**config.mk**
```make
export PLATFORM = sky130hd
export DESIGN_NAME = line_locked_pixel_clock_synth
export DESIGN_NICKNAME = d
export VERILOG_FILES = /design/src/rtl/pclk_synth_pkg.sv /design/src/rtl/incr_osc_if.sv /design/src/rtl/increment_oscillator.sv /design/src/rtl/line_locked_pixel_clock_synth.sv
export VERILOG_INCLUDE_DIRS = /design/src /design/src/rtl
export SDC_FILE = /design/constraint.sdc
export NUM_CORES = 1
export LEC_CHECK = 0
export ABC_AREA = 1
export BUFFER_PORTS_ARGS = -buffer_cell sky130_fd_sc_hd__clkbuf_2
export CORE_MARGIN = 4
export CORE_UTILIZATION = 39
export DETAILED_ROUTE_END_ITERATION = 7
export PLACE_DENSITY_LB_ADDON = 0.15
export SYNTH_ARGS = -nofsm -noshare
export SYNTH_HDL_FRONTEND = slang
export SYNTH_SLANG_ARGS = --single-unit
```
**constraint.sdc**
```tcl
create_clock -name ref_clk -period 9.4 [get_ports ref_clk]
set_input_delay 0.94 -clock ref_clk [delete_from_list [all_inputs] [get_ports ref_clk]]
set_output_delay 0.94 -clock ref_clk [all_outputs]
set_load 0.02 [all_outputs]
```
**src/rtl/pclk_synth_params.svh**
```systemverilog
`ifndef PCLK_SYNTH_PARAMS_SVH
`define PCLK_SYNTH_PARAMS_SVH

// Increment fixed-point layout: 6 integer bits above 27 fraction bits
`define INC_W 33
`define INC_INT_W 6
`define INC_FRAC_W 27
`define INC_INT_LSB 27
`define INC_INT_MSB 32
// Accumulator width and per-cycle phase step (32 in increment units)
`define ACC_W 35
`define OSC_MULT 32
`define OSC_STEP 35'h1_0000_0000
// Valid increment window, integer part
`define INC_MIN_INT 6'h10
`define INC_MAX_INT 6'h20

// Byte register indices
`define IDX_LINE_LO 4'h0
`define IDX_LINE_HI 4'h1
`define IDX_NOM_0 4'h2
`define IDX_NOM_1 4'h3
`define IDX_NOM_2 4'h4
`define IDX_NOM_3 4'h5
`define IDX_NOM_4 4'h6
`define IDX_VCO_FEEDBACK_DIVIDER_FIELD 4'h7
`define IDX_OUT_DIV 4'h8
`define IDX_CONTROL 4'h9
`define IDX_STATUS 4'ha

// Field positions
`define CTRL_PD_OFF_BIT 0
`define STAT_LOCK_BIT 0
`define STAT_SYNC_BIT 1
`define DIV_SEL_W 3

// Reset values
`define RST_NOMINAL_INCREMENT 33'h0_ba2e_8a16
`define RST_LINE_LEN 16'h0520
`define RST_VCO_SEL 3'h3
`define RST_OUT_SEL 3'h1

// Loop behaviour
`define LOOP_GAIN_SHIFT 12
`define LOCK_TOL 17'h0_0002
`define LOCK_LINES 4'h8
`define CLK_PERIOD_NS 10
`define SYNC_TIMEOUT_NS 100000

`endif

```
**src/rtl/pclk_synth_pkg.sv**
```systemverilog
`default_nettype none
package pclk_synth_pkg;
    typedef logic [32:0] incr_t;
    typedef logic [15:0] line_len_t;
    typedef logic [2:0] div_sel_t;
    typedef enum logic [1:0] {SEARCH, LOCKED} lock_e;
endpackage : pclk_synth_pkg
`default_nettype wire

```
**src/rtl/incr_osc_if.sv**
```systemverilog
`default_nettype none
// Working increment out to the oscillator, wrap count back
interface incr_osc_if;
    logic [32:0] workInc;
    logic [1:0] dtoTicks;
    modport ctrl (output workInc, input dtoTicks);
    modport osc (input workInc, output dtoTicks);
endinterface : incr_osc_if
`default_nettype wire

```
**src/rtl/increment_oscillator.sv**
```systemverilog
`include "pclk_synth_params.svh"
`default_nettype none
module increment_oscillator (
    input wire logic ref_clk, // Reference clock
    input wire logic reset_n, // Async reset, active low
    incr_osc_if.osc link // Increment in, ticks out
);
    import pclk_synth_pkg::*;

    logic [`ACC_W-1:0] phase_reg;
    logic [`ACC_W-1:0] sum;
    logic [`ACC_W-1:0] incWide;
    logic [`ACC_W-1:0] afterOne;
    logic [`ACC_W-1:0] phase_next;
    logic [1:0] ticks;

    // Add 32 each cycle, subtract increment per wrap: rate 32*f/inc
    always_comb
    begin
        incWide = {2'b00, link.workInc};
        sum = phase_reg + `OSC_STEP;
        afterOne = sum;
        ticks = 2'd0;
        phase_next = sum;
        if (incWide != '0 && sum >= incWide)
        begin
            afterOne = sum - incWide;
            ticks = 2'd1;
            phase_next = afterOne;
            if (afterOne >= incWide)
            begin
                phase_next = afterOne - incWide;
                ticks = 2'd2;
            end
        end
    end

    always_ff @(posedge ref_clk or negedge reset_n)
    begin
        if (!reset_n)
            phase_reg <= '0;
        else
            phase_reg <= phase_next;
    end

    assign link.dtoTicks = ticks;
endmodule : increment_oscillator
`default_nettype wire

```
**src/rtl/line_locked_pixel_clock_synth.sv**
```systemverilog
// Functional notes
// - The oscillator runs at thirty-two times the reference rate over the working increment.
// - The synthesized clock is the oscillator output divided by the output clock divider.
// - Nominal and working increments are 33-bit unsigned, 6 integer over 27 fraction bits.
// - An increment reads as the top six bits plus the low 27 bits times two to the -27.
// - The integer bits sit directly above the fraction bits in one 33-bit value.
// - Writing the nominal increment reloads the working increment with it.
// - With the phase detector off the working increment stays at nominal.
// - The register port runs from the reference clock and refuses transfers while the working increment is outside 16..32.
`include "pclk_synth_params.svh"
`default_nettype none
module line_locked_pixel_clock_synth #(
    parameter int SYNC_TIMEOUT_CYC = `SYNC_TIMEOUT_NS / `CLK_PERIOD_NS
) (
    input wire logic ref_clk, // Reference clock, 100 MHz
    input wire logic reset_n, // Async reset, active low
    input wire logic hsync, // Horizontal sync, active high
    input wire logic regWrite, // Byte write request
    input wire logic regRead, // Byte read request
    input wire logic [3:0] regIndex, // Byte register index
    input wire logic [7:0] regWrData, // Write data
    output logic [7:0] regRdData, // Read data, registered
    output logic regAck, // Transfer acknowledged
    output logic synthClkOut, // Synthesized clock level
    output logic [1:0] synthClkCycles, // Output cycles this ref cycle
    output logic lockDetect, // Loop locked
    output logic syncDetect, // Sync present
    output pclk_synth_pkg::div_sel_t vcoFeedbackDividerField, // To analog loop
    output pclk_synth_pkg::incr_t workingIncrement // Live increment
);
    import pclk_synth_pkg::*;

    incr_osc_if link ();
    increment_oscillator osc (.ref_clk(ref_clk), .reset_n(reset_n), .link(link));

    incr_t nominalIncrement_reg;
    incr_t workInc_reg;
    incr_t workInc_next;
    line_len_t lineLen_reg;
    div_sel_t vcoSel_reg;
    div_sel_t outSel_reg;
    logic pdOff_reg;
    logic [7:0] divCnt_reg;
    logic [7:0] divCnt_next;
    logic [1:0] outCyc_next;
    logic [1:0] outCyc_reg;
    logic clkLevel_reg;
    line_len_t lineCnt_reg;
    logic hsyncPrev_reg;
    logic hsEdge;
    logic signed [16:0] phaseErr;
    logic [16:0] errMag;
    lock_e lockState_reg;
    logic [3:0] goodLines_reg;
    logic [31:0] syncTimer_reg;
    logic syncSeen_reg;
    logic oscValid;
    logic access;

    // Ratio from base-two field
    function automatic logic [7:0] ratio_of(input div_sel_t sel);
        ratio_of = 8'h01 << sel;
    endfunction : ratio_of

    // Integer part of a 6.27 increment
    function automatic logic [5:0] int_part(input incr_t v);
        int_part = v[`INC_INT_MSB:`INC_INT_LSB];
    endfunction : int_part

    // Oscillator is stable only inside the valid increment window
    assign oscValid = int_part(workInc_reg) >= `INC_MIN_INT &&
        (int_part(workInc_reg) < `INC_MAX_INT ||
        workInc_reg == {`INC_MAX_INT, {`INC_FRAC_W{1'b0}}});
    assign access = regWrite || regRead;
    assign regAck = access && oscValid;

    // Host byte registers, dropped when the port is dead
    always_ff @(posedge ref_clk or negedge reset_n)
    begin
        if (!reset_n)
        begin
            nominalIncrement_reg <= `RST_NOMINAL_INCREMENT;
            lineLen_reg <= `RST_LINE_LEN;
            vcoSel_reg <= `RST_VCO_SEL;
            outSel_reg <= `RST_OUT_SEL;
            pdOff_reg <= 1'b0;
        end
        else if (regWrite && oscValid)
        begin
            unique case (regIndex)
                `IDX_LINE_LO: lineLen_reg[7:0] <= regWrData;
                `IDX_LINE_HI: lineLen_reg[15:8] <= regWrData;
                `IDX_NOM_0: nominalIncrement_reg[7:0] <= regWrData;
                `IDX_NOM_1: nominalIncrement_reg[15:8] <= regWrData;
                `IDX_NOM_2: nominalIncrement_reg[23:16] <= regWrData;
                `IDX_NOM_3: nominalIncrement_reg[31:24] <= regWrData;
                `IDX_NOM_4: nominalIncrement_reg[32] <= regWrData[0];
                `IDX_VCO_FEEDBACK_DIVIDER_FIELD: vcoSel_reg <= regWrData[2:0];
                `IDX_OUT_DIV: outSel_reg <= regWrData[2:0];
                `IDX_CONTROL: pdOff_reg <= regWrData[`CTRL_PD_OFF_BIT];
                default: ;
            endcase
        end
    end

    // Read data captured on an acknowledged read
    always_ff @(posedge ref_clk or negedge reset_n)
    begin
        if (!reset_n)
            regRdData <= 8'h00;
        else if (regRead && oscValid)
        begin
            unique case (regIndex)
                `IDX_LINE_LO: regRdData <= lineLen_reg[7:0];
                `IDX_LINE_HI: regRdData <= lineLen_reg[15:8];
                `IDX_NOM_0: regRdData <= nominalIncrement_reg[7:0];
                `IDX_NOM_1: regRdData <= nominalIncrement_reg[15:8];
                `IDX_NOM_2: regRdData <= nominalIncrement_reg[23:16];
                `IDX_NOM_3: regRdData <= nominalIncrement_reg[31:24];
                `IDX_NOM_4: regRdData <= {7'h00, nominalIncrement_reg[32]};
                `IDX_VCO_FEEDBACK_DIVIDER_FIELD: regRdData <= {5'h00, vcoSel_reg};
                `IDX_OUT_DIV: regRdData <= {5'h00, outSel_reg};
                `IDX_CONTROL: regRdData <= {7'h00, pdOff_reg};
                `IDX_STATUS: regRdData <= {6'h00, syncSeen_reg, lockDetect};
                default: regRdData <= 8'h00;
            endcase
        end
    end

    // Sync edge and phase error against programmed line length
    assign hsEdge = hsync && !hsyncPrev_reg;
    assign phaseErr = $signed({1'b0, lineCnt_reg}) - $signed({1'b0, lineLen_reg});
    assign errMag = phaseErr[16] ? 17'(-phaseErr) : 17'(phaseErr);

    // Working increment: reload, hold, or trim by the phase error
    always_comb
    begin
        workInc_next = workInc_reg;
        if (regWrite && oscValid && regIndex >= `IDX_NOM_0 && regIndex <= `IDX_NOM_4)
        begin
            workInc_next = nominalIncrement_reg;
            unique case (regIndex)
                `IDX_NOM_0: workInc_next[7:0] = regWrData;
                `IDX_NOM_1: workInc_next[15:8] = regWrData;
                `IDX_NOM_2: workInc_next[23:16] = regWrData;
                `IDX_NOM_3: workInc_next[31:24] = regWrData;
                default: workInc_next[32] = regWrData[0];
            endcase
        end
        else if (pdOff_reg)
            workInc_next = nominalIncrement_reg;
        else if (hsEdge)
            workInc_next = 33'(workInc_reg + 33'(signed'(phaseErr) <<< `LOOP_GAIN_SHIFT));
    end

    always_ff @(posedge ref_clk or negedge reset_n)
    begin
        if (!reset_n)
            workInc_reg <= `RST_NOMINAL_INCREMENT;
        else
            workInc_reg <= workInc_next;
    end

    assign link.workInc = workInc_reg;
    assign workingIncrement = workInc_reg;
    assign vcoFeedbackDividerField = vcoSel_reg;

    // Output divider: count oscillator ticks, wrap at the ratio
    always_comb
    begin
        divCnt_next = divCnt_reg + {6'h00, link.dtoTicks};
        // Count left over from a larger ratio restarts, else it never drains
        if (divCnt_reg >= ratio_of(outSel_reg))
            divCnt_next = {6'h00, link.dtoTicks};
        outCyc_next = 2'd0;
        if (divCnt_next >= ratio_of(outSel_reg))
        begin
            divCnt_next = divCnt_next - ratio_of(outSel_reg);
            outCyc_next = 2'd1;
            if (divCnt_next >= ratio_of(outSel_reg))
            begin
                divCnt_next = divCnt_next - ratio_of(outSel_reg);
                outCyc_next = 2'd2;
            end
        end
    end

    always_ff @(posedge ref_clk or negedge reset_n)
    begin
        if (!reset_n)
        begin
            divCnt_reg <= 8'h00;
            outCyc_reg <= 2'd0;
            clkLevel_reg <= 1'b0;
        end
        else
        begin
            divCnt_reg <= divCnt_next;
            outCyc_reg <= outCyc_next;
            clkLevel_reg <= {divCnt_next, 1'b0} < {1'b0, ratio_of(outSel_reg)};
        end
    end

    assign synthClkCycles = outCyc_reg;
    assign synthClkOut = clkLevel_reg;

    // Feedback counter of output cycles per sync period
    always_ff @(posedge ref_clk or negedge reset_n)
    begin
        if (!reset_n)
        begin
            hsyncPrev_reg <= 1'b0;
            lineCnt_reg <= '0;
        end
        else
        begin
            hsyncPrev_reg <= hsync;
            if (hsEdge)
                lineCnt_reg <= {14'h0000, outCyc_reg};
            else
                lineCnt_reg <= 16'(lineCnt_reg + {14'h0000, outCyc_reg});
        end
    end

    // Lock: enough consecutive lines within tolerance
    always_ff @(posedge ref_clk or negedge reset_n)
    begin
        if (!reset_n)
        begin
            lockState_reg <= SEARCH;
            goodLines_reg <= 4'h0;
        end
        else if (pdOff_reg || !syncSeen_reg)
        begin
            lockState_reg <= SEARCH;
            goodLines_reg <= 4'h0;
        end
        else if (hsEdge)
        begin
            unique case (lockState_reg)
                SEARCH:
                begin
                    goodLines_reg <= errMag <= `LOCK_TOL ? goodLines_reg + 4'h1 : 4'h0;
                    if (errMag <= `LOCK_TOL && goodLines_reg + 4'h1 >= `LOCK_LINES)
                        lockState_reg <= LOCKED;
                end
                LOCKED:
                    if (errMag > `LOCK_TOL)
                    begin
                        lockState_reg <= SEARCH;
                        goodLines_reg <= 4'h0;
                    end
            endcase
        end
    end

    assign lockDetect = lockState_reg == LOCKED;

    // Sync presence: timer since last edge
    always_ff @(posedge ref_clk or negedge reset_n)
    begin
        if (!reset_n)
        begin
            syncTimer_reg <= '0;
            syncSeen_reg <= 1'b0;
        end
        else if (hsEdge)
        begin
            syncTimer_reg <= '0;
            syncSeen_reg <= 1'b1;
        end
        else if (syncTimer_reg >= 32'(SYNC_TIMEOUT_CYC))
            syncSeen_reg <= 1'b0;
        else
            syncTimer_reg <= syncTimer_reg + 32'd1;
    end

    assign syncDetect = syncSeen_reg;
endmodule : line_locked_pixel_clock_synth
`default_nettype wire

```
# Yosys cells after proc, flatten, opt, wreduce, memory -nomap -nowiden
# Cells that the tools add are included.
# W data, S select, Z words.
[classes]
magnitude_cmp = 14
n_reduce_logical = 29
muxes = 34
shifts = 1
n_eq_ne = 15
addsub = 12
[ops]
columns = ["cell", "n"]
rows = [
  ["$mux W33", 3],
  ["$pmux W8 S11", 1],
  ["$ge A35 B33 Y1", 2],
  ["$mux W35", 2],
  ["$sub A35 B33 Y35", 2],
  ["$mux W32", 2],
  ["$mux W8", 7],
  ["$add A35 B33 Y35 const B", 1],
  ["$add A33 B33 Y33", 1],
  ["$eq A33 B33 Y1 const B", 1],
  ["$reduce_bool A33 Y1", 1],
  ["$add A32 B1 Y32 const B", 1],
  ["$ge A32 B14 Y1 const B", 1],
  ["$ge A8 B8 Y1", 3],
  ["$gt A17 B2 Y1 const B", 1],
  ["$le A17 B2 Y1 const B", 1],
  ["$mux W17", 1],
  ["$neg A17 Y17", 1],
  ["$sub A16 B16 Y17", 1],
  ["$add A16 B2 Y16", 1],
  ["$eq A4 B3 Y1 const B", 4],
  ["$mux W16", 1],
  ["$mux W2", 8],
  ["$mux W4", 4],
  ["30 further kinds", 54],
]
[word_totals]
output_inout_bits = 50
in_bits = 17
wordCells = 124
regBits = 199

# Logic depth before layout (Yosys ltp)
[logic_depth]
word_depth = 12
ltp_mapped = 57
depth_no_buf = 56

# Modules after synthesis
# From an unflattened synthesis, not the netlist that was laid out.
[unflattened]
cells_unflattened = 2658
hier_area_um2 = 17843.4
[modules_own_cells]
columns = ["module", "seq_area_each_um2", "area_per_inst_um2", "instances", "cells_per_inst"]
rows = [
  ["line_locked_pixel_clock_synth", 4124.0, 11690.0, 1, 1632],
  ["increment_oscillator", 875.8, 6153.4, 1, 1026],
]

# Worst setup path after synthesis
# No wires, ideal clock.
[synth_timing]
kind = "flip-flop to flip-flop"
startpoint = "reg workInc_reg[0], in the netlist workingIncrement[0]"
endpoint = "reg clkLevel_reg, in the netlist synthClkOut"
path_buffers = 1
stages_incl_launch_ff = 55
setup_time_ns = 0.072
path_slack_ns = 1.183
arrival_time_ns = 8.145
period_less_slack_ns = 8.217
required_ns = 9.328
cell_sequence = "dfrtp_1 ha_1 fa_1 o21a_1 o21ai_1 a21oi_1 o21ai_1 nand2_1 nand2_1 nand3_1 nand2_1 xor2_1 ha_1 a21oi_1 o21a_1 o221ai_1 a21oi_1 nand2_1 (+19 left out) ha_1 nand2_1 nor3_1 nand4_1 nand2_1 inv_1 nor2_1 a22oi_1 nand2_1 inv_1 ha_1 a21oi_1 nor2_1 o31ai_1 nand2_1 a21oi_1 o21bai_1 nor2_1"
[synth_between]
elab_chain_len = 11
word_cells_on_any_way = 16
cone_classes = "add/sub (4); order compare (5); mux (5); reduce/logical (2)"
[synth_rtl]
columns = ["item", "line_no", "rtl"]
rows = [
  ["start: declaration", "line_locked_pixel_clock_synth.sv:37", "incr_t workInc_reg;"],
  ["start signal: assignment", "line_locked_pixel_clock_synth.sv:159", "workInc_reg <= `RST_NOMINAL_INCREMENT;"],
  ["start signal: assignment", "line_locked_pixel_clock_synth.sv:161", "workInc_reg <= workInc_next;"],
  ["$sub A35 B33 Y35", "increment_oscillator.sv:27", "afterOne = sum - incWide;"],
  ["$ge A35 B33 Y1", "increment_oscillator.sv:30", "if (afterOne >= incWide)"],
  ["$mux W2", "increment_oscillator.sv:30", ""],
  ["$mux W2 *", "increment_oscillator.sv:25", "if (incWide != '0 && sum >= incWide)"],
  ["$add A8 B2 Y8", "line_locked_pixel_clock_synth.sv:171", "divCnt_next = divCnt_reg + {6'h00, link.dtoTicks};"],
  ["$mux W8 *", "line_locked_pixel_clock_synth.sv:173", "if (divCnt_reg >= ratio_of(outSel_reg))"],
  ["$sub A8 B8 Y8", "line_locked_pixel_clock_synth.sv:178", "divCnt_next = divCnt_next - ratio_of(outSel_reg);"],
  ["$sub A8 B8 Y8 / $ge A8 B8 Y1 (equally long branches)", "line_locked_pixel_clock_synth.sv:182, line_locked_pixel_clock_synth.sv:180", ""],
  ["$mux W8", "line_locked_pixel_clock_synth.sv:180", "if (divCnt_next >= ratio_of(outSel_reg))"],
  ["$mux W8 *", "line_locked_pixel_clock_synth.sv:176", "if (divCnt_next >= ratio_of(outSel_reg))"],
  ["named net divCnt_next[1]", "line_locked_pixel_clock_synth.sv:44", "logic [7:0] divCnt_next;"],
  ["$lt A9 B8 Y1 *", "line_locked_pixel_clock_synth.sv:200", "clkLevel_reg <= {divCnt_next, 1'b0} < {1'b0, ratio_of(outSel_reg)};"],
  ["end signal: assignment", "line_locked_pixel_clock_synth.sv:200", ""],
  ["end: declaration", "line_locked_pixel_clock_synth.sv:47", "logic clkLevel_reg;"],
]
# Mark *: on every way through the listed nets, which the timed path passes. The rest lies on a longest branch.
# A chain may end at the register's enable or synchronous reset.

# Worst setup path after layout
[layout_timing]
startpoint = "reg workInc_reg[17], in the netlist workingIncrement[17]"
endpoint = "reg clkLevel_reg, in the netlist synthClkOut"
# Same word-level chain as after synthesis.

==> summary.txt <==
cell with the most instances after synthesis - nand2_1
Worst-Margin Slew - 0.923 ns
Critical-path top delay cell - dfstp_2
WS Path Type - reg2reg
antenna violations before repair - 0
Post-Syn Instances - 2,464
Rel. slew slack - 0.380
number of library cell types mapped by synthesis - 59
Final HPWL DP - 46,300 microns
Critical Path Max Stage Delay - 0.60 ns
DRT met1 WL - 27,700 microns
synthesized flop and latch total - 198
critical path peak fanout - 5
Setup TNS Final - 0 ns
share of cells above drive strength 1 - 0.114
crit path launch type - flip-flop
number of instances in the placed design - 3,092
Max Fclk - 0.115 GHz
endpoint class of the critical path - flip-flop
Core ar. - 43,300 sq um
TritonCTS sink count - 198
H-tree depth - 4
yosys warns - 0
DR DRC count - 0
global-route wire length before repair - 89,300 microns
hold buffer count at cts - 0
Clock Skew - 0.0180 ns
total gr overflow - 0
Hold WS - 0.493 ns
Main synth FF type - dfrtp_1
r2r setup slk - 0.72 ns
DIE WIDTH - 218 microns
metal2 WL - 25,200 microns
Total Routing Usage GR - 0.242
Num CTS Buffers - 17
period utilisation layout - 0.923
FFs w/ async S/R, synth - 1.00
Clock Path Buffers - 2
WP data required - 9.82 ns
final setup vio count - 0
mapped cell area - 17,100 sq um
Area Overhead vs Synth - 11.5%
Iteration-0 DRC Markers - 1,326
EDFF count, synth - 0
DRT Pass-1 Iters - 6
Die Y - 218 microns
WL/cell - 18.5 microns
final hold violation count - 0
DP Worst Slack - 0.0736 ns
Yosys top cell area share - 0.237
top post-synthesis cells by count - nand2_1, inv_1, o21ai_0, nor2_1
I/O Pins - 67
detailed-route via count - 16,800
routability-driven placement congestion ratio - 0.950
Rows - 76
Largest register FFs - 35
Die ar. - 47,300 sq um
Clock Tree Root - clkbuf_16
minimum clock period - 8.68 ns
CTS tree - built
CP dominant cell by count - nand2_1
vias in the first global route - 15,700
final wirelength - 57,900 microns
ANT cells - 0
MaxCap Viol Count - 0
Syn Nets - 2,631
met3 wire length - 3440 microns
largest net degree at the start of global routing - 95
Initial Util - 0.396
Port-buffer cells - 66
drt via density - 5.35
non-filler instance count after layout - 3,131
Mapped Avg Cell Area - 6.95 sq um
Seq/Total Area, Yosys - 0.292
Layout Nets - 2,700
Slew Limit Fails - 0
CTS clk-pin slew, worst paths - 0.07 ns
final worst setup slack - 0.723 ns
worst hold path type - reg2reg
Routed Antenna Nets - 0
highest metal used - met4
outcome - finished clean
biggest area consumer among synthesized cells - dfrtp_1
Area contributors post-synth - dfrtp_1, nand2_1, ha_1
clock latency on the worst-skew pair - 0.50 ns
WP data arrival - 9.09 ns
[worst max-delay path: cells and delay by family, from the launching register on]
| family | cells | cell delay (ns) |
|---|---|---|
| flip-flops | 1 | 0.60 |
| buffers and inverters | 4 | 0.41 |
| AND/OR/NAND/NOR | 17 | 1.95 |
| XOR/XNOR | 2 | 0.41 |
| adder cells (fa/ha/maj) | 6 | 2.02 |
| AO/OA/AOI/OAI | 23 | 3.23 |
[cells by family (layout without fill, tap and decap cells)]
family | count (synthesis) | count (layout) | share of synthesized area
AOI/OAI and AO/OA | 554 | 554 | 0.188
xor gates and xnor gates | 96 | 96 | 0.0491
adders and majority gates | 150 | 150 | 0.113
buffers and inverters | 384 | 466 | 0.0865
DFF | 198 | 198 | 0.292
and+or+nand+nor | 1082 | 1082 | 0.271
[through the flow]
stage                util  instance area, sq um
finish              0.441                 19100
detailed placement  0.420                 18200
floorplan               -                 17100
global placement    0.420                 18200
CTS                 0.435                 18800
global route        0.441                 19100
[path summary, 6_finish.rpt]
path	start	end	cells past startpoint
worst max-delay path	workingIncrement[17]	synthClkOut	52
worst min-delay path	syncTimer_reg[18]	syncTimer_reg[18]	2
worst max register to register	workingIncrement[17]	synthClkOut	52
worst min register to register	syncTimer_reg[18]	syncTimer_reg[18]	2
max in group asynchronous	reset_n	workingIncrement[13]	2
min in group asynchronous	reset_n	nominalIncrement_reg[30]	1
[metal layers]
layer,GRT usage,vias up
met5,0,-
met4,0.0761,0
met3,0.0464,67
met2,0.375,455
met1,0.342,7891
li1,-,8347
[repair_timing]
action / CTS / global route
setup buffers: 0 / 7
gates resized for setup: 0 / 55
endpoints found under the setup margin: 0 / 4
[cell usage in the layout, fill, tap and decap left out, types with 18 or more instances in the layout]
cell	synthesis	final
nand2_2	27	31
nor4_1	19	18
o211ai_1	55	55
dfrtp_1	162	159
ha_1	142	135
inv_1	323	322
nand4_1	34	34
xnor2_1	40	40
xor2_1	56	55
o21ai_0	221	213
nor3_1	31	28
nor2_1	197	192
nand2_1	623	619
a21oi_1	162	152
dfstp_2	36	36
clkbuf_2	0	65
buf_4	3	35
nand3_1	110	110
[area by class of cell]
type	instances	area (sq um)
clock inverters	14	214
fillers	4503	24200
flip-flops and latches	198	5000
multi-input cells	1882	10900
inverters	333	1250
clock buffers	18	429
well taps	585	732
repair buffers	101	602
Power is left out: the tool's default activity adds up to more than one toggle a clock period on the data nets, which glitch-free logic cannot reach.
